### config.mk
export PLATFORM = sky130hd
export DESIGN_NAME = fllcs_top
export DESIGN_NICKNAME = d
export VERILOG_FILES = /design/src/fllcs_pkg.sv /design/src/fllcs_debounce.sv /design/src/fllcs_irq.sv /design/src/fllcs_top.sv
export SDC_FILE = /design/constraint.sdc
export NUM_CORES = 1
export LEC_CHECK = 0
export BUFFER_PORTS_ARGS = -buffer_cell sky130_fd_sc_hd__buf_2
export CORE_MARGIN = 2
export CORE_UTILIZATION = 32
export DETAILED_ROUTE_END_ITERATION = 6
export GPL_TIMING_DRIVEN = 0
export PLACE_DENSITY = 0.63
export SETUP_SLACK_MARGIN = 0.15
export SYNTH_ARGS = -nofsm -noshare
export SYNTH_HDL_FRONTEND = slang
export SYNTH_HIERARCHICAL = 1
export SYNTH_SLANG_ARGS = --single-unit
### constraint.sdc
create_clock -name CLK_I -period 2.4 [get_ports CLK_I]
set_input_delay 0.24 -clock CLK_I [delete_from_list [all_inputs] [get_ports CLK_I]]
set_output_delay 0.24 -clock CLK_I [all_outputs]
set_load 0.01 [all_outputs]
### src/fllcs_pkg.sv
package fllcs_pkg;

  // ---------------------------------------------------------------
  // Bus geometry
  // ---------------------------------------------------------------
  localparam int unsigned ADDR_W = 12;
  localparam int unsigned IDX_W = 10;
  localparam int unsigned DATA_W = 32;
  localparam int unsigned IDX_LSB = 2;

  // Register indices; the byte address is four times the index.
  localparam logic [IDX_W-1:0] IDX_GAIN = 10'h198;
  localparam logic [IDX_W-1:0] IDX_MODE = 10'h19A;
  localparam logic [IDX_W-1:0] IDX_LOCK = 10'h19B;
  localparam logic [IDX_W-1:0] IDX_OSC = 10'h19D;
  localparam logic [IDX_W-1:0] IDX_CTRL = 10'h1A0;
  localparam logic [IDX_W-1:0] IDX_STAT = 10'h1A1;
  localparam logic [IDX_W-1:0] IDX_INT_ST = 10'h1A2;
  localparam logic [IDX_W-1:0] IDX_INT_MASK = 10'h1A3;

  // ---------------------------------------------------------------
  // Field positions
  // ---------------------------------------------------------------
  localparam int unsigned PGF_LSB = 12;
  localparam int unsigned PGC_LSB = 8;
  localparam int unsigned FGF_LSB = 4;
  localparam int unsigned FGC_LSB = 0;
  localparam int unsigned MODE_LSB = 14;
  localparam int unsigned THR_LSB = 1;
  localparam int unsigned LDEN_BIT = 0;
  localparam int unsigned OSC_LSB = 0;
  localparam int unsigned CTRL_EN_BIT = 0;
  localparam int unsigned CTRL_REFEN_BIT = 1;
  localparam int unsigned CTRL_GSEL_LSB = 2;
  localparam int unsigned CTRL_APPLY_BIT = 15;
  localparam int unsigned ST_LOCK_BIT = 0;
  localparam int unsigned ST_REF_BIT = 1;
  localparam int unsigned ST_RAW_BIT = 2;
  localparam int unsigned INT_LOCK_BIT = 0;
  localparam int unsigned INT_REF_BIT = 1;
  localparam int unsigned INT_W = 2;

  // ---------------------------------------------------------------
  // Reset values and codes
  // ---------------------------------------------------------------
  localparam logic [15:0] GAIN_RST = 16'h21F0;
  localparam logic [1:0] MODE_RST = 2'h0;
  localparam logic [1:0] MODE_INTEGER = 2'h0;
  localparam logic [1:0] MODE_FRACTIONAL = 2'h3;
  localparam logic [3:0] THR_RST = 4'h8;
  localparam logic LDEN_RST = 1'b1;
  localparam logic [1:0] OSC_RST = 2'h0;
  localparam logic [1:0] OSC_LOW = 2'h0;
  localparam logic [1:0] OSC_HIGH = 2'h3;
  localparam logic REFEN_RST = 1'b1;
  localparam logic LOOP_EN_RST = 1'b0;

  typedef enum logic [1:0] {
    FLLCS_GPIO_OFF,
    FLLCS_GPIO_LOCK,
    FLLCS_GPIO_CLK,
    FLLCS_GPIO_SPARE
  } fllcs_gpio_e;

  // ---------------------------------------------------------------
  // Timing
  // ---------------------------------------------------------------
  localparam int unsigned CLK_PERIOD_PS = 5000;
  localparam int unsigned DEB_TIME_NS = 1000;
  localparam int unsigned DEB_CYCLES =
    (DEB_TIME_NS * 1000 + CLK_PERIOD_PS - 1) / CLK_PERIOD_PS;

  // Byte-lane merge of a 16-bit register write.
  function automatic logic [15:0] fllcs_merge(input logic [15:0] old_v,
                                              input logic [15:0] new_v,
                                              input logic [1:0] sel);
    fllcs_merge = {sel[1] ? new_v[15:8] : old_v[15:8],
                   sel[0] ? new_v[7:0] : old_v[7:0]};
  endfunction : fllcs_merge

endpackage : fllcs_pkg

### src/fllcs_debounce.sv
`timescale 1ns/1ps
`default_nettype none
module fllcs_debounce #(
  parameter int unsigned CYCLES = fllcs_pkg::DEB_CYCLES
) (
  // Clock and reset
  input wire logic clk_i,
  input wire logic rst_n_i,
  // Status in
  input wire logic tick_en_i,
  input wire logic raw_i,
  // Debounced out
  output logic stable_o,
  output logic change_o
);

  localparam int unsigned CNT_W = (CYCLES < 2) ? 1 : $clog2(CYCLES);

  if (CYCLES < 2) begin : g_bad_cycles
    $error("fllcs_debounce needs at least two cycles");
  end

  logic [CNT_W-1:0] cnt_q;
  logic [CNT_W-1:0] cnt_d;
  logic stable_q;
  logic change_q;

  // Counting pauses while no clock runs, so no event can be raised.
  wire differ = raw_i != stable_q;
  wire done = differ && tick_en_i && (cnt_q == CNT_W'(CYCLES - 1));
  assign cnt_d = !differ ? '0 : (done ? '0 : (tick_en_i ? cnt_q + 1'b1 : cnt_q));

  always_ff @(posedge clk_i) begin
    if (!rst_n_i) begin
      cnt_q <= '0;
      stable_q <= 1'b0;
      change_q <= 1'b0;
    end else begin
      cnt_q <= cnt_d;
      stable_q <= done ? raw_i : stable_q;
      change_q <= done;
    end
  end

  assign stable_o = stable_q;
  assign change_o = change_q;

  deb_frozen_a: assert property (@(posedge clk_i) disable iff (!rst_n_i)
    !tick_en_i |=> $stable(stable_q))
    else $error("debounced level moved with no clock running");

  change_single_a: assert property (@(posedge clk_i) disable iff (!rst_n_i)
    change_q |-> $changed(stable_q) ##1 !change_q)
    else $error("change event not a single pulse on a transition");

endmodule : fllcs_debounce
`default_nettype wire

### src/fllcs_irq.sv
`timescale 1ns/1ps
`default_nettype none
module fllcs_irq #(
  parameter int unsigned W = fllcs_pkg::INT_W
) (
  // Clock and reset
  input wire logic clk_i,
  input wire logic rst_n_i,
  // Events
  input wire logic [W-1:0] event_i,
  // Software access
  input wire logic clr_we_i,
  input wire logic [W-1:0] clr_i,
  input wire logic mask_we_i,
  input wire logic [W-1:0] mask_i,
  // State
  output logic [W-1:0] status_o,
  output logic [W-1:0] mask_o,
  output logic irq_o
);

  if (W < 1) begin : g_bad_width
    $error("fllcs_irq needs at least one source");
  end

  logic [W-1:0] status_q;
  logic [W-1:0] status_d;
  logic [W-1:0] mask_q;
  logic [W-1:0] mask_d;
  logic irq_q;

  // A new event wins over a write-one-to-clear in the same cycle.
  assign status_d = (status_q & ~(clr_we_i ? clr_i : '0)) | event_i;
  assign mask_d = mask_we_i ? mask_i : mask_q;

  always_ff @(posedge clk_i) begin
    if (!rst_n_i) begin
      status_q <= '0;
      mask_q <= '0;
      irq_q <= 1'b0;
    end else begin
      status_q <= status_d;
      mask_q <= mask_d;
      irq_q <= |(status_d & mask_d);
    end
  end

  assign status_o = status_q;
  assign mask_o = mask_q;
  assign irq_o = irq_q;

  irq_level_a: assert property (@(posedge clk_i) disable iff (!rst_n_i)
    irq_q == |(status_q & mask_q))
    else $error("interrupt line disagrees with status and mask");

  set_wins_a: assert property (@(posedge clk_i) disable iff (!rst_n_i)
    (|event_i) |=> ((status_q & $past(event_i)) == $past(event_i)))
    else $error("event lost against a clear");

endmodule : fllcs_irq
`default_nettype wire

### src/fllcs_top.sv
// Register access over Wishbone was left to the implementer.
`timescale 1ns/1ps
`default_nettype none
module fllcs_top #(
  parameter int unsigned DEB_CYCLES = fllcs_pkg::DEB_CYCLES
) (
  // Clock and reset
  input wire logic CLK_I,
  input wire logic RST_N_I,
  // Wishbone slave
  input wire logic CYC_I,
  input wire logic STB_I,
  input wire logic WE_I,
  input wire logic [fllcs_pkg::ADDR_W-1:0] ADR_I,
  input wire logic [3:0] SEL_I,
  input wire logic [fllcs_pkg::DATA_W-1:0] DAT_I,
  output logic [fllcs_pkg::DATA_W-1:0] DAT_O,
  output logic ACK_O,
  // Loop status
  input wire logic LOCK_RAW_I,
  input wire logic REF_PRESENT_RAW_I,
  input wire logic SLOW_CLK_RUN_I,
  input wire logic SYSTEM_CLOCK_RUN_I,
  input wire logic LOOP_CLK_I,
  // Loop configuration; all but the enable wait for an apply
  output logic [3:0] PHASE_GAIN_FINE_O,
  output logic [3:0] PHASE_GAIN_COARSE_O,
  output logic [3:0] FREQ_GAIN_FINE_O,
  output logic [3:0] FREQ_GAIN_COARSE_O,
  output logic [1:0] FRACTIONAL_SELECT_O,
  output logic [1:0] OSC_RANGE_SEL_O,
  output logic LOOP_ENABLE_O,
  // Lock detector configuration
  output logic [3:0] LOCK_THRESHOLD_O,
  output logic LOCK_INDICATE_EN_O,
  output logic REF_PRESENT_EN_O,
  // Pin and interrupt
  output logic GPIO_O,
  output logic IRQ_O
);

  // ---------------------------------------------------------------
  // Bus decode
  // ---------------------------------------------------------------
  logic ack_q;
  logic [fllcs_pkg::DATA_W-1:0] dat_q;

  wire req = CYC_I && STB_I && !ack_q;
  wire wr = req && WE_I;
  wire [fllcs_pkg::IDX_W-1:0] idx = ADR_I[fllcs_pkg::ADDR_W-1:fllcs_pkg::IDX_LSB];
  wire hit_gain = idx == fllcs_pkg::IDX_GAIN;
  wire hit_mode = idx == fllcs_pkg::IDX_MODE;
  wire hit_lock = idx == fllcs_pkg::IDX_LOCK;
  wire hit_osc = idx == fllcs_pkg::IDX_OSC;
  wire hit_ctrl = idx == fllcs_pkg::IDX_CTRL;
  wire hit_stat = idx == fllcs_pkg::IDX_STAT;
  wire hit_int_st = idx == fllcs_pkg::IDX_INT_ST;
  wire hit_int_mask = idx == fllcs_pkg::IDX_INT_MASK;
  wire [15:0] wdat = DAT_I[15:0];

  // ---------------------------------------------------------------
  // Configuration registers
  // ---------------------------------------------------------------
  logic [15:0] gain_q;
  logic [15:0] gain_d;
  logic [1:0] mode_q;
  logic [1:0] mode_d;
  logic [3:0] thr_q;
  logic [3:0] thr_d;
  logic lden_q;
  logic lden_d;
  logic [1:0] osc_q;
  logic [1:0] osc_d;
  logic loop_en_q;
  logic loop_en_d;
  logic refen_q;
  logic refen_d;
  logic [1:0] gsel_q;
  logic [1:0] gsel_d;

  localparam logic [1:0] FLLCS_GPIO_OFF_C = 2'(fllcs_pkg::FLLCS_GPIO_OFF);
  localparam logic [1:0] FLLCS_GPIO_LOCK_C = 2'(fllcs_pkg::FLLCS_GPIO_LOCK);
  localparam logic [1:0] FLLCS_GPIO_CLK_C = 2'(fllcs_pkg::FLLCS_GPIO_CLK);

  // Gain fields are exponents handed to the loop unchanged.
  assign gain_d = (wr && hit_gain) ? fllcs_pkg::fllcs_merge(gain_q, wdat, SEL_I[1:0])
                                   : gain_q;

  // Reserved mode and range codes are refused so the loop never sees them.
  wire [1:0] mode_new = wdat[fllcs_pkg::MODE_LSB+1:fllcs_pkg::MODE_LSB];
  wire mode_ok = (mode_new == fllcs_pkg::MODE_INTEGER) ||
                 (mode_new == fllcs_pkg::MODE_FRACTIONAL);
  assign mode_d = (wr && hit_mode && SEL_I[1] && mode_ok) ? mode_new : mode_q;

  wire lock_wr = wr && hit_lock && SEL_I[0];
  assign thr_d = lock_wr ? wdat[fllcs_pkg::THR_LSB+3:fllcs_pkg::THR_LSB] : thr_q;
  assign lden_d = lock_wr ? wdat[fllcs_pkg::LDEN_BIT] : lden_q;

  wire [1:0] osc_new = wdat[fllcs_pkg::OSC_LSB+1:fllcs_pkg::OSC_LSB];
  wire osc_ok = (osc_new == fllcs_pkg::OSC_LOW) || (osc_new == fllcs_pkg::OSC_HIGH);
  assign osc_d = (wr && hit_osc && SEL_I[0] && osc_ok) ? osc_new : osc_q;

  wire ctrl_wr = wr && hit_ctrl && SEL_I[0];
  assign loop_en_d = ctrl_wr ? wdat[fllcs_pkg::CTRL_EN_BIT] : loop_en_q;
  assign refen_d = ctrl_wr ? wdat[fllcs_pkg::CTRL_REFEN_BIT] : refen_q;
  assign gsel_d = ctrl_wr ? wdat[fllcs_pkg::CTRL_GSEL_LSB+1:fllcs_pkg::CTRL_GSEL_LSB]
                          : gsel_q;

  // The apply strobe is honoured only if the loop was already enabled.
  wire apply = wr && hit_ctrl && SEL_I[1] && wdat[fllcs_pkg::CTRL_APPLY_BIT] &&
               loop_en_q;

  always_ff @(posedge CLK_I) begin
    if (!RST_N_I) begin
      gain_q <= fllcs_pkg::GAIN_RST;
      mode_q <= fllcs_pkg::MODE_RST;
      thr_q <= fllcs_pkg::THR_RST;
      lden_q <= fllcs_pkg::LDEN_RST;
      osc_q <= fllcs_pkg::OSC_RST;
      loop_en_q <= fllcs_pkg::LOOP_EN_RST;
      refen_q <= fllcs_pkg::REFEN_RST;
      gsel_q <= FLLCS_GPIO_OFF_C;
    end else begin
      gain_q <= gain_d;
      mode_q <= mode_d;
      thr_q <= thr_d;
      lden_q <= lden_d;
      osc_q <= osc_d;
      loop_en_q <= loop_en_d;
      refen_q <= refen_d;
      gsel_q <= gsel_d;
    end
  end

  // ---------------------------------------------------------------
  // Applied configuration seen by the loop
  // ---------------------------------------------------------------
  // The threshold is deliberately absent here: it only steers lock reporting.
  logic [15:0] gain_app_q;
  logic [1:0] mode_app_q;
  logic [1:0] osc_app_q;

  always_ff @(posedge CLK_I) begin
    if (!RST_N_I) begin
      gain_app_q <= fllcs_pkg::GAIN_RST;
      mode_app_q <= fllcs_pkg::MODE_RST;
      osc_app_q <= fllcs_pkg::OSC_RST;
    end else if (apply) begin
      gain_app_q <= gain_q;
      mode_app_q <= mode_q;
      osc_app_q <= osc_q;
    end
  end

  assign PHASE_GAIN_FINE_O = gain_app_q[fllcs_pkg::PGF_LSB+3:fllcs_pkg::PGF_LSB];
  assign PHASE_GAIN_COARSE_O = gain_app_q[fllcs_pkg::PGC_LSB+3:fllcs_pkg::PGC_LSB];
  assign FREQ_GAIN_FINE_O = gain_app_q[fllcs_pkg::FGF_LSB+3:fllcs_pkg::FGF_LSB];
  assign FREQ_GAIN_COARSE_O = gain_app_q[fllcs_pkg::FGC_LSB+3:fllcs_pkg::FGC_LSB];
  assign FRACTIONAL_SELECT_O = mode_app_q;
  assign OSC_RANGE_SEL_O = osc_app_q;
  assign LOOP_ENABLE_O = loop_en_q;
  assign LOCK_THRESHOLD_O = thr_q;
  assign LOCK_INDICATE_EN_O = lden_q;
  assign REF_PRESENT_EN_O = refen_q;

  // ---------------------------------------------------------------
  // Status, debounce and events
  // ---------------------------------------------------------------
  wire lock_gated = LOCK_RAW_I && lden_q;
  wire ref_gated = REF_PRESENT_RAW_I && refen_q;
  wire clk_running = SLOW_CLK_RUN_I || SYSTEM_CLOCK_RUN_I;
  logic lock_stable;
  logic lock_change;
  logic ref_stable;
  logic ref_change;

  fllcs_debounce #(.CYCLES(DEB_CYCLES)) u_lock_deb (
    .clk_i(CLK_I),
    .rst_n_i(RST_N_I),
    .tick_en_i(clk_running),
    .raw_i(lock_gated),
    .stable_o(lock_stable),
    .change_o(lock_change)
  );

  fllcs_debounce #(.CYCLES(DEB_CYCLES)) u_ref_deb (
    .clk_i(CLK_I),
    .rst_n_i(RST_N_I),
    .tick_en_i(clk_running),
    .raw_i(ref_gated),
    .stable_o(ref_stable),
    .change_o(ref_change)
  );

  wire ref_stop = ref_change && !ref_stable;
  wire [fllcs_pkg::INT_W-1:0] events = {ref_stop, lock_change};
  wire [fllcs_pkg::INT_W-1:0] int_st;
  wire [fllcs_pkg::INT_W-1:0] int_mask;
  logic irq;

  fllcs_irq #(.W(fllcs_pkg::INT_W)) u_irq (
    .clk_i(CLK_I),
    .rst_n_i(RST_N_I),
    .event_i(events),
    .clr_we_i(wr && hit_int_st && SEL_I[0]),
    .clr_i(wdat[fllcs_pkg::INT_W-1:0]),
    .mask_we_i(wr && hit_int_mask && SEL_I[0]),
    .mask_i(wdat[fllcs_pkg::INT_W-1:0]),
    .status_o(int_st),
    .mask_o(int_mask),
    .irq_o(irq)
  );
  assign IRQ_O = irq;

  // ---------------------------------------------------------------
  // Pin output
  // ---------------------------------------------------------------
  // One register only, so the raw lock reaches the pin without debounce.
  // The spare select code keeps the pin low, like the off code.
  logic gpio_q;
  wire gpio_d = (gsel_q == FLLCS_GPIO_LOCK_C) ? lock_gated :
                (gsel_q == FLLCS_GPIO_CLK_C) ? LOOP_CLK_I : 1'b0;

  // ---------------------------------------------------------------
  // Read data and acknowledge
  // ---------------------------------------------------------------
  wire [15:0] ctrl_rd = 16'(loop_en_q) | (16'(refen_q) << fllcs_pkg::CTRL_REFEN_BIT) |
                        (16'(gsel_q) << fllcs_pkg::CTRL_GSEL_LSB);
  wire [15:0] stat_rd = (16'(lock_stable) << fllcs_pkg::ST_LOCK_BIT) |
                        (16'(ref_stable) << fllcs_pkg::ST_REF_BIT) |
                        (16'(lock_gated) << fllcs_pkg::ST_RAW_BIT);
  wire [15:0] rd16 =
    hit_gain ? gain_q :
    hit_mode ? (16'(mode_q) << fllcs_pkg::MODE_LSB) :
    hit_lock ? ((16'(thr_q) << fllcs_pkg::THR_LSB) | 16'(lden_q)) :
    hit_osc ? 16'(osc_q) :
    hit_ctrl ? ctrl_rd :
    hit_stat ? stat_rd :
    hit_int_st ? 16'(int_st) :
    hit_int_mask ? 16'(int_mask) : 16'h0000;
  wire [fllcs_pkg::DATA_W-1:0] rd_data = (req && !WE_I) ? 32'(rd16) : 32'h0000_0000;

  always_ff @(posedge CLK_I) begin
    if (!RST_N_I) begin
      ack_q <= 1'b0;
      dat_q <= '0;
      gpio_q <= 1'b0;
    end else begin
      ack_q <= req;
      dat_q <= rd_data;
      gpio_q <= gpio_d;
    end
  end

  assign ACK_O = ack_q;
  assign DAT_O = dat_q;
  assign GPIO_O = gpio_q;

  // ---------------------------------------------------------------
  // Checks
  // ---------------------------------------------------------------
  ack_single_a: assert property (@(posedge CLK_I) disable iff (!RST_N_I)
    (CYC_I && STB_I && !ack_q) |=> ack_q ##1 !ack_q)
    else $error("bus answer not a one-cycle acknowledge");

  mode_legal_a: assert property (@(posedge CLK_I) disable iff (!RST_N_I)
    (mode_q == fllcs_pkg::MODE_INTEGER) || (mode_q == fllcs_pkg::MODE_FRACTIONAL))
    else $error("reserved loop mode stored");

  loop_isolated_a: assert property (@(posedge CLK_I) disable iff (!RST_N_I)
    !apply |=> $stable({gain_app_q, mode_app_q, osc_app_q}))
    else $error("loop settings moved without an apply");

  apply_copy_a: assert property (@(posedge CLK_I) disable iff (!RST_N_I)
    apply |=> (PHASE_GAIN_FINE_O == $past(gain_q[fllcs_pkg::PGF_LSB+3:fllcs_pkg::PGF_LSB])) &&
              (FRACTIONAL_SELECT_O == $past(mode_q)))
    else $error("apply did not copy the configuration");

  apply_gated_a: assert property (@(posedge CLK_I) disable iff (!RST_N_I)
    (wr && hit_ctrl && !loop_en_q) |=> $stable(gain_app_q))
    else $error("apply took effect with the loop disabled");

  lock_pin_a: assert property (@(posedge CLK_I) disable iff (!RST_N_I)
    (gsel_q == FLLCS_GPIO_LOCK_C && !lden_q) |=> !GPIO_O)
    else $error("lock shown on the pin with detection disabled");

  ref_stop_a: assert property (@(posedge CLK_I) disable iff (!RST_N_I)
    ref_stop |=> int_st[fllcs_pkg::INT_REF_BIT] &&
                 (IRQ_O || !int_mask[fllcs_pkg::INT_REF_BIT]))
    else $error("reference stop raised no interrupt");

  osc_legal_a: assert property (@(posedge CLK_I) disable iff (!RST_N_I)
    (osc_q == fllcs_pkg::OSC_LOW) || (osc_q == fllcs_pkg::OSC_HIGH))
    else $error("reserved oscillator range stored");

  thr_direct_a: assert property (@(posedge CLK_I) disable iff (!RST_N_I)
    lock_wr |=> (LOCK_THRESHOLD_O == $past(wdat[fllcs_pkg::THR_LSB+3:fllcs_pkg::THR_LSB])))
    else $error("threshold write not passed straight to the detector");

  lock_event_a: assert property (@(posedge CLK_I) disable iff (!RST_N_I)
    lock_change |=> int_st[fllcs_pkg::INT_LOCK_BIT])
    else $error("lock transition raised no interrupt flag");

  // ---------------------------------------------------------------
  // Pin and status checks
  // ---------------------------------------------------------------
  lock_gate_a: assert property (@(posedge CLK_I) disable iff (!RST_N_I)
    (!lden_q && !lock_stable) |=> !lock_stable)
    else $error("lock reported while detection disabled");

  ref_gate_a: assert property (@(posedge CLK_I) disable iff (!RST_N_I)
    (!refen_q && !ref_stable) |=> !ref_stable)
    else $error("reference reported while detection disabled");

  gpio_raw_a: assert property (@(posedge CLK_I) disable iff (!RST_N_I)
    (gsel_q == FLLCS_GPIO_LOCK_C) |=> (GPIO_O == $past(lock_gated)))
    else $error("pin does not follow the raw lock");

  gpio_clk_a: assert property (@(posedge CLK_I) disable iff (!RST_N_I)
    (gsel_q == FLLCS_GPIO_CLK_C) |=> (GPIO_O == $past(LOOP_CLK_I)))
    else $error("pin does not follow the loop clock");

endmodule : fllcs_top
`default_nettype wire

==> results of run 1 <==
-- per-stage QoR --
step	hold slack, ps	utilization (%)	setup slack [ps]	instance area (µm²)
2_1_floorplan	352	-	428	4190
5_1_grt	148	40.9	223	5160
3_3_place_gp	446	38.2	98.5	4820
4_1_cts	119	40.7	272	5140
3_5_place_dp	459	38.2	107	4820
6_report	133	40.9	399	5160
-- sequential cells by signal, summed over array words and instances, names as in the netlist, 2 cells and up --
signal	cells
u_ref_deb/cnt_q	8
gain_app_q	16
mode_q	2
u_lock_deb/cnt_q	8
FRACTIONAL_SELECT_O	2
OSC_RANGE_SEL_O	2
u_irq/mask_o	2
DAT_O	16
gain_q	16
LOCK_THRESHOLD_O	4
u_irq/status_o	2
osc_q	2
gsel_q	2
-- cell usage in the layout (no fill, tap or decap), types with 3 or more instances in the layout --
| cell | n |
|---|---|
| nand4_1 | 5 |
| o21ai_0 | 13 |
| o21ai_2 | 6 |
| mux2i_1 | 15 |
| clkbuf_1 | 18 |
| nor4_1 | 4 |
| or3_1 | 6 |
| and3_1 | 6 |
| conb_1 | 16 |
| a32o_1 | 4 |
| dfxtp_1 | 92 |
| nor4b_1 | 3 |
| inv_1 | 3 |
| o21ai_1 | 27 |
| clkbuf_16 | 9 |
| buf_1 | 3 |
| a21oi_1 | 6 |
| nand3_1 | 55 |
| nand2b_1 | 3 |
| a21boi_1 | 24 |
| buf_2 | 86 |
| nand2_1 | 34 |
| and2_1 | 14 |
| nor2_1 | 13 |
| nor3_1 | 16 |
| buf_6 | 3 |
| nor2b_1 | 6 |
| xor2_1 | 9 |
| nand3b_1 | 3 |
| o211ai_1 | 4 |
| buf_4 | 18 |
-- area by class of cell --
| cell class | instances | area, µm² | share of cell area (%) |
|---|---|---|---|
| multi-input cells | 333 | 2100 | 40.7 |
| repair buffers | 82 | 410 | 7.96 |
| inverters | 3 | 11.3 | 0.218 |
| clock buffers | 10 | 229 | 4.44 |
| well taps | 172 | 215 | 4.17 |
| clock inverters | 5 | 85.1 | 1.65 |
| flip-flops and latches | 92 | 1840 | 35.7 |
| plain buffers | 45 | 264 | 5.12 |
-- worst max-delay path, stage by stage, from the launching register on --
cell     delay (ps)
dfxtp_1         320
and4b_1         390
nand2_2         210
nor4b_4         370
mux2_1          360
nand2_1          90
o32ai_1         120
-- cells by family (layout without fill, tap and decap cells) --
family                     Yosys count  count (layout)  synth area share [%]
muxes                               18              18                  4.99
buffers and inverters               48             145                  6.65
and+or+nand+nor                    188             188                  24.9
adders and majority gates            2               2                 0.605
AOI/OAI and AO/OA                   98              98                  15.9
DFF                                 92              92                  44.5
xor gates and xnor gates            11              11                  2.33
other                                1              16                0.0906
-- metal layers --
layer	vias up	global-route usage (%)
met5	-	0
met3	27	5.62
met2	113	27.3
met4	0	7.38
li1	1842	-
met1	1765	19.3
-- timing repair --
action | in CTS | in global routing
hold buffers | 0 | 0
setup endpoints to repair | 1 | 2
cloned | 0 | 0
resized for setup | 1 | 3
setup buffers | 0 | 0
-- report_power, final --
| part | total, mW | switching, mW | internal [mW] |
|---|---|---|---|
| Clock | 1.53 | 0.609 | 0.916 |
| Combinational | 0.193 | 0.115 | 0.0775 |
| Sequential | 1.53 | 0.00415 | 1.53 |
| Total | 3.25 | 0.729 | 2.52 |
-- final timing paths --
path                            end  slack (ps)                 from
hold / removal            gain_q[8]         130             DAT_I[8]
setup reg to reg        u_irq/irq_o         400                ACK_O
hold reg to reg   u_irq/status_o[0]         470  u_lock_deb/change_o
setup / recovery        u_irq/irq_o         400                ACK_O
==> impl_metrics.env, run 1 <==
export IMPL_final_nets=626
export IMPL_grt_max_degree=16
export IMPL_syn_inst=458
export IMPL_hpwl_um=8440
export IMPL_drv_cap=0
export IMPL_start_util_pct=32.8
export IMPL_avgRoutedWirePerCell_um=15.2
export IMPL_syn_area_mm2=0.00414
export IMPL_layout_min_cycle_time_ps=2000
export IMPL_rsz0062_at_grt="false"
export IMPL_areaGrowthSynthToFinish_pct=24.6
export IMPL_hold_viol=0
export IMPL_gp_congestion=0.914
export IMPL_yosysTopAreaCell="dfxtp_1"
export IMPL_wl_met2_um=5430
export IMPL_synthArstFlopShare_pct=0
export IMPL_worstHoldPathCells=3
export IMPL_grt_pass1_vias=3661
export IMPL_synth_most_common_cell="dfxtp_1"
export IMPL_startpoint_type="register"
export IMPL_synth_top_area_share_pct=44.5
export IMPL_powerDensity_mw_per_mm2=631
export IMPL_via_per_inst=5.05
export IMPL_core_region_area_mm2=0.0126
export IMPL_diodes=0
export IMPL_detail_route_wirelength_um=11300
export IMPL_synth_seq_cells=92
export IMPL_fmax_ghz=0.500
export IMPL_wl_met3_um=763
export IMPL_clk_latency_ps=350
export IMPL_synth_yosys_seq_area_share_pct=44.5
export IMPL_portBuffers=82
export IMPL_outcome="finished clean"
export IMPL_netlist_top_cells_count="dfxtp_1, nand3_1, nand2_1"
export IMPL_synth_cell_types=54
export IMPL_synthFlopType="dfxtp_1"
export IMPL_finalPower_mw=3.25
export IMPL_path_class="register to register"
export IMPL_ioPinCount=120
export IMPL_place_inst=727
export IMPL_tightestPinTransition_ps=688
export IMPL_drt_initial_drc_count=251
export IMPL_end_kind="register"
export IMPL_die_h_um=118
export IMPL_finalMaxSlewViolations=0
export IMPL_clk_transition_reported_paths_ps=70
export IMPL_cts_buffers=9
export IMPL_top_layer="met4"
export IMPL_antenna_found_initial=0
export IMPL_drt_met1_wl_um=4780
export IMPL_fill_cells=1300
export IMPL_leakage_nw=2.10
export IMPL_clkSinkCount=92
export IMPL_final_layout_size_suffix_gt1_share_pct=25.1
export IMPL_final_cell_count_no_fill=742
export IMPL_ant_nets=0
export IMPL_synth_edf_count=0
export IMPL_cts_buffer_depth=2
export IMPL_holdCritPathClass="input pin to register"
export IMPL_reg2reg_depth=6
export IMPL_finalSetupViolCount=0
export IMPL_dr_pass1_iters=4
export IMPL_cts_root_buf="clkbuf_16"
export IMPL_overflow=0
export IMPL_crit_path_max_fanout=9
export IMPL_slew_limit_headroom_pct=53.5
export IMPL_max_vdd_ir_drop_v=0.000398
export IMPL_synth_warnings=6
export IMPL_synth_area_leaders="dfxtp_1, nand3_1, a21boi_1, mux2i_1, buf_4"
export IMPL_grtUsageTotal_pct=16.5
export IMPL_fin_tns_setup_ps=0
export IMPL_detail_route_drc_violations=0
export IMPL_cts_tree="yes"
export IMPL_grt_pass1_wl_um=18300
export IMPL_vias=3747
export IMPL_synth_avg_cell_area_um2=9.03
export IMPL_rows=41
export IMPL_period_share_pct=83.4
export IMPL_worstPathArrival_ps=2220
export IMPL_cp_required_ps=2620
export IMPL_clock_skew_ps=8.37
export IMPL_h_tree_depth=3
export IMPL_die_w_um=118
export IMPL_die_area_mm2=0.0139
Power figures use the tool's default switching activity.
==> run 2: changes to the inputs <==
==> constraint.sdc (replaced) <==
create_clock -name CLK_I -period 2.1 [get_ports CLK_I]
set_input_delay 0.21 -clock CLK_I [delete_from_list [all_inputs] [get_ports CLK_I]]
set_output_delay 0.21 -clock CLK_I [all_outputs]
set_load 0.01 [all_outputs]
==> run 2 against run 1 <==
Die area is the same. Clock skew barely moved. Wire length increased by 0.21%. Critical path depth stayed put. Fmax increased by 6.3%. Combinational power rose by 15%. First-iteration DRC count shrank 5.6%. Setup slack got worse by 180 ps. Via count is 0.64% higher. Core utilization is 0.089 points higher. Power is 14% higher. Sequential power increased by 14%.
==> impl_metrics.env, run 2 (synthesis gave the netlist of run 1 again) <==
export IMPL_hold_viol=0
export IMPL_grt_max_degree=16
export IMPL_core_region_area_mm2=0.0126
export IMPL_final_nets=626
export IMPL_avgRoutedWirePerCell_um=15.3
export IMPL_reg2reg_from="ACK_O"
export IMPL_detail_route_wirelength_um=11300
export IMPL_cts_tree="yes"
export IMPL_cts_root_buf="clkbuf_16"
export IMPL_fin_tns_setup_ps=0
export IMPL_worstPathArrival_ps=2100
export IMPL_die_w_um=118
export IMPL_vias=3771
export IMPL_clkSinkCount=92
export IMPL_start_util_pct=32.8
export IMPL_grtUsageTotal_pct=16.5
export IMPL_end_kind="register"
export IMPL_layout_commonest_cell="dfxtp_1"
export IMPL_clk_transition_reported_paths_ps=70
export IMPL_outcome="finished clean"
export IMPL_cp_required_ps=2320
export IMPL_rrSetupSlack_ps=220
export IMPL_clock_skew_ps=8.54
export IMPL_crit_end="u_irq/irq_o"
export IMPL_grt_pass1_vias=3660
export IMPL_portBuffers=82
export IMPL_cts_buffers=9
export IMPL_layout_common_cells="dfxtp_1, buf_2, nand3_1"
export IMPL_holdCritPathClass="input pin to register"
export IMPL_fmax_ghz=0.531
export IMPL_drt_initial_drc_count=237
export IMPL_overflow=0
export IMPL_drv_cap=0
export IMPL_finalSetupViolCount=0
export IMPL_h_tree_depth=3
export IMPL_worstHoldPathCells=3
export IMPL_gp_congestion=0.914
export IMPL_areaGrowthSynthToFinish_pct=24.9
export IMPL_r2r_end="u_irq/irq_o"
export IMPL_powerDensity_mw_per_mm2=719
export IMPL_holdBufCountCts=0
export IMPL_hpwl_um=8440
export IMPL_rsz0062_at_grt="true"
export IMPL_die_area_mm2=0.0139
export IMPL_clk_latency_ps=350
export IMPL_dr_pass1_iters=5
export IMPL_die_h_um=118
export IMPL_max_vdd_ir_drop_v=0.000459
export IMPL_cts_buffer_depth=2
export IMPL_diodes=0
export IMPL_path_class="register to register"
export IMPL_reg2reg_depth=6
export IMPL_whs_ps=103
export IMPL_startpoint_type="register"
export IMPL_ant_nets=0
export IMPL_grt_pass1_wl_um=18300
export IMPL_detail_route_drc_violations=0
export IMPL_via_per_inst=5.08
export IMPL_antenna_found_initial=0
export IMPL_final_layout_size_suffix_gt1_share_pct=25.4
export IMPL_fill_cells=1302
export IMPL_finalMaxSlewViolations=0
export IMPL_final_cell_count_no_fill=742
export IMPL_place_inst=727
export IMPL_rows=41
export IMPL_tightestPinTransition_ps=708
export IMPL_critPathLaunch="ACK_O"
export IMPL_slew_limit_headroom_pct=52.1
export IMPL_ioPinCount=120
export IMPL_leakage_nw=2.11
export IMPL_layout_min_cycle_time_ps=1880
export IMPL_period_share_pct=89.6
export IMPL_crit_path_max_fanout=9
run 2: cell count changes in the layout (fill, tap and decap cells not counted):
| cell | change |
|---|---|
| nor3_1 | -1 |
| and4b_1 | -1 |
| nand2_2 | -1 |
| and4b_2 | +1 |
| nand2_4 | +1 |
| nor3_2 | +1 |
run 2: layout make-up:
class	count	area (µm²)	share of cell area, %
sequential	92	1840	35.6
inverter	3	11.3	0.218
buffer	45	264	5.11
clock buffer	10	229	4.43
multi-input combinational	333	2110	40.9
timing repair buffer	82	410	7.94
clock inverter	5	85.1	1.65
tap	172	215	4.16
run 2: layer usage:
layer,vias up,global-route usage [%],wire (µm)
met4,0,7.76,312
met5,-,0,0
met1,1787,19.3,4810
met2,117,27.1,5450
li1,1842,-,-
met3,25,5.62,759
run 2: power breakdown:
group	total (mW)	internal, mW	switching (mW)
Clock	1.74	1.05	0.694
Combinational	0.222	0.0891	0.133
Sequential	1.75	1.75	0.00473
Total	3.72	2.88	0.832
run 2: worst max-delay path, cell delays in order (launching register included):
cell and delay [ps]:
dfxtp_1 320, and4b_2 380, nand2_4 130, nor4b_4 360
mux2_1 360, nand2_1 90, o32ai_1 110
run 2: worst min-delay path by stage:
stage,start,endpoint,slack (ps)
2_1_floorplan,RST_N_I,u_irq/mask_o[0],320
3_3_place_gp,u_lock_deb/change_o,u_irq/status_o[0],450
3_5_place_dp,DAT_I[5],gain_q[5],450
4_1_cts,DAT_I[5],gain_q[5],90
5_1_grt,DAT_I[7],gain_q[7],120
6_report,DAT_I[13],gain_q[13],100
run 2: timing repair:
action,4_1_cts,5_1_grt
setup buffers,0,0
resized for setup,5,2
setup endpoints to repair,6,14
pin swaps,0,1
cloned,0,0
run 2: metrics by stage:
step	instance area [µm²]	utilization, %	worst slack, ps	power (mW)
floorplan	4190	-	158	1.92
global placement	4820	38.2	-183	2.00
detailed placement	4820	38.2	-173	2.01
CTS	5160	40.9	186	3.77
global route	5170	41.0	71.0	3.85
finish	5170	41.0	218	3.72
==> run 3: changes to the inputs <==
--- a/config.mk
+++ b/config.mk
@@ -5,12 +5,14 @@
 export SDC_FILE = /design/constraint.sdc
 export NUM_CORES = 1
 export LEC_CHECK = 0
+export ABC_AREA = 1
 export BUFFER_PORTS_ARGS = -buffer_cell sky130_fd_sc_hd__buf_2
 export CORE_MARGIN = 2
 export CORE_UTILIZATION = 32
+export CTS_CLUSTER_DIAMETER = 200
 export DETAILED_ROUTE_END_ITERATION = 6
 export GPL_TIMING_DRIVEN = 0
-export PLACE_DENSITY = 0.63
+export PLACE_DENSITY = 0.62
 export SETUP_SLACK_MARGIN = 0.15
 export SYNTH_ARGS = -nofsm -noshare
 export SYNTH_HDL_FRONTEND = slang
==> run 3 against run 2 <==
Critical path depth up 3. Combinational power decreased by 10%. Register-to-register slack improved by 320 ps. Clock skew is 2.1 ps higher. Wire length fell by 15%. Die area grew 3.6%. Cell area increased by 2.4%. Area after synthesis grew 3.7%. Worst hold slack got worse by 23 ps. Non-clock buffer count shrank 16. Via count shrank 2.2%. Setup slack improved by 320 ps. Largest cell class unchanged. Highest routed layer is now met5.
==> impl_metrics.env, run 3 <==
export IMPL_outcome="finished clean"
export IMPL_reg2reg_from="ACK_O"
export IMPL_crit_path_cell_trace="nand3b_4 -> nor2_2 -> nand2_2 -> nor3_1 -> inv_1 -> nand2_1 -> nand2_1 -> nand3_1 -> nand2_1"
export IMPL_synth_area_leaders="dfxtp_1, nand2_1, nor2_1, inv_1, a21oi_1"
export IMPL_worstHoldPathCells=3
export IMPL_cp_required_ps=2330
export IMPL_h_tree_depth=3
export IMPL_fin_tns_setup_ps=0
export IMPL_synth_yosys_seq_area_share_pct=42.9
export IMPL_core_region_area_mm2=0.0132
export IMPL_netlist_top_cells_count="nand2_1, dfxtp_1, nor2_1"
export IMPL_synth_cell_types=39
export IMPL_cp_slowest_cell="dfxtp_1"
export IMPL_ioPinCount=120
export IMPL_holdCritPathClass="input pin to register"
export IMPL_synth_seq_cells=92
export IMPL_path_common_cell="nand2_1"
export IMPL_syn_inst=571
export IMPL_holdPathEnd="gain_q[13]"
export IMPL_via_per_inst=4.28
export IMPL_holdBufCountCts=0
export IMPL_final_layout_size_suffix_gt1_share_pct=24.5
export IMPL_finalSetupViolCount=0
export IMPL_clk_transition_reported_paths_ps=70
export IMPL_detail_route_drc_violations=0
export IMPL_pre_cts_slack_ps=350
export IMPL_rrSetupSlack_ps=540
export IMPL_reg2reg_depth=9
export IMPL_cp_slowest_stage_delay_ps=310
export IMPL_layout_min_cycle_time_ps=1560
export IMPL_slew_limit_headroom_pct=58.9
export IMPL_worstPathArrival_ps=1790
export IMPL_gp_congestion=0.799
export IMPL_fin_ws_ps=540
export IMPL_post_cts_resized=0
export IMPL_path_delay_family="simple AND/OR/NAND/NOR gates"
export IMPL_antenna_found_initial=1
export IMPL_rows=42
export IMPL_grtUsageTotal_pct=14.0
export IMPL_areaGrowthSynthToFinish_pct=23.3
export IMPL_ant_nets=0
export IMPL_rsz0062_at_grt="false"
export IMPL_startpoint_type="register"
export IMPL_multi_input_area_mm2=0.00201
export IMPL_hpwl_um=7510
export IMPL_synthArstFlopShare_pct=0
export IMPL_r2r_end="u_irq/irq_o"
export IMPL_final_nets=740
export IMPL_detail_route_wirelength_um=9630
export IMPL_die_area_mm2=0.0143
export IMPL_avgRoutedWirePerCell_um=11.2
export IMPL_crit_path_max_fanout=6
export IMPL_fmax_ghz=0.641
export IMPL_yosysTopAreaCell="dfxtp_1"
export IMPL_syn_area_mm2=0.00429
export IMPL_grt_pass1_vias=3425
export IMPL_finalMaxSlewViolations=0
export IMPL_layout_commonest_cell="nand2_1"
export IMPL_synth_edf_count=0
export IMPL_drt_initial_drc_count=257
export IMPL_clock_skew_ps=10.6
export IMPL_end_kind="register"
export IMPL_powerDensity_mw_per_mm2=685
export IMPL_hold_viol=0
export IMPL_cts_buffer_depth=2
export IMPL_cts_tree="yes"
export IMPL_grt_pass1_wl_um=16300
export IMPL_die_h_um=120
export IMPL_clk_latency_ps=340
export IMPL_regArea_mm2=0.00184
export IMPL_cts_setup_buffers=0
export IMPL_period_share_pct=74.3
export IMPL_worst_path_buf_inv=1
export IMPL_clkSinkCount=92
export IMPL_synth_top_area_share_pct=42.9
export IMPL_path_class="register to register"
export IMPL_synthFlopType="dfxtp_1"
export IMPL_dr_pass1_iters=5
export IMPL_min_from="DAT_I[13]"
export IMPL_synth_most_common_cell="nand2_1"
export IMPL_drv_cap=0
export IMPL_leakage_nw=2.59
export IMPL_synth_avg_cell_area_um2=7.51
export IMPL_grt_max_degree=17
export IMPL_cts_buffers=9
export IMPL_layout_common_cells="nand2_1, dfxtp_1, buf_2"
export IMPL_fill_cells=1356
export IMPL_start_util_pct=32.5
export IMPL_portBuffers=83
export IMPL_cts_root_buf="clkbuf_16"
export IMPL_overflow=0
export IMPL_diodes=0
export IMPL_max_vdd_ir_drop_v=0.000475
export IMPL_synth_warnings=6
export IMPL_vias=3688
export IMPL_die_w_um=120
export IMPL_tightestPinTransition_ps=617
[run 3: cell types whose count changed in the layout (fill, tap and decap cells not counted), sizes merged, moves of 10 or more]
cell	delta
and2	-16
nand3	-24
inv	+73
a21oi	+27
nand2	+96
a21boi	-24
clkbuf	-14
nor3	-10
o211ai	+10
nor2	+84
mux2i	-13
o21ai	-13
[run 3: per-stage QoR]
stage / total power, mW / hold WS, ps / instance area, µm² / instances / utilization (%)
2_1_floorplan: 1.92 / 336 / 4350 / 586 / -
4_1_cts: 3.66 / 81.5 / 5290 / 861 / 40.1
3_5_place_dp: 1.99 / 433 / 4980 / 845 / 37.8
5_1_grt: 3.76 / 102 / 5290 / 861 / 40.1
6_report: 3.62 / 80.3 / 5290 / 861 / 40.1
3_3_place_gp: 1.99 / 433 / 4980 / 845 / 37.8
[run 3: cells by family after synthesis]
group / after synthesis / share of synthesized area (%)
and+or+nand+nor: 281 / 31.6
AOI/OAI and AO/OA: 81 / 11.3
muxes: 2 / 0.467
xor gates and xnor gates: 8 / 1.63
buffers and inverters: 104 / 11.5
adders and majority gates: 2 / 0.583
DFF: 92 / 42.9
other: 1 / 0.0874
[run 3: tightest hold or removal path, stage by stage]
cell and delay (ps):
buf_2 80, nand2_1 40, o211ai_1 60
[run 3: worst max-delay path by stage]
| stage | depth (start not counted) | slack, ps | end | startpoint |
|---|---|---|---|---|
| 6_report | 9 | 540 | u_irq/irq_o | ACK_O |
| 5_1_grt | 9 | 290 | u_irq/irq_o | ACK_O |
| 4_1_cts | 9 | 500 | u_irq/irq_o | ACK_O |
| 3_3_place_gp | 7 | 320 | DAT_O[4] | RST_N_I |
| 3_5_place_dp | 7 | 350 | DAT_O[4] | RST_N_I |
| 2_1_floorplan | 9 | 690 | u_irq/irq_o | ACK_O |
[run 3: routing by layer]
metal | GRT usage (%) | up-vias | wire (µm)
met1 | 18.2 | 1619 | 4610
met4 | 4.63 | 2 | 93
met2 | 23.1 | 62 | 4450
li1 | - | 1997 | -
met3 | 3.09 | 8 | 466
met5 | 0 | - | 7
[run 3: report_power, final]
group | total [mW] | switching (mW) | internal [mW] | leakage (nW)
combinational | 0.199 | 0.121 | 0.0783 | 1.69
clock | 1.67 | 0.704 | 0.968 | 0.154
sequential | 1.75 | 0.00406 | 1.75 | 0.742
total | 3.62 | 0.829 | 2.79 | 2.59
[run 3: cell type report]
| class | count | share of cell area [%] |
|---|---|---|
| timing repair buffer | 83 | 7.85 |
| tap | 176 | 4.16 |
| buffer | 28 | 3.88 |
| inverter | 76 | 5.42 |
| clock buffer | 10 | 4.52 |
| multi-input combinational | 390 | 38.0 |
| sequential | 92 | 34.8 |
| clock inverter | 6 | 1.32 |
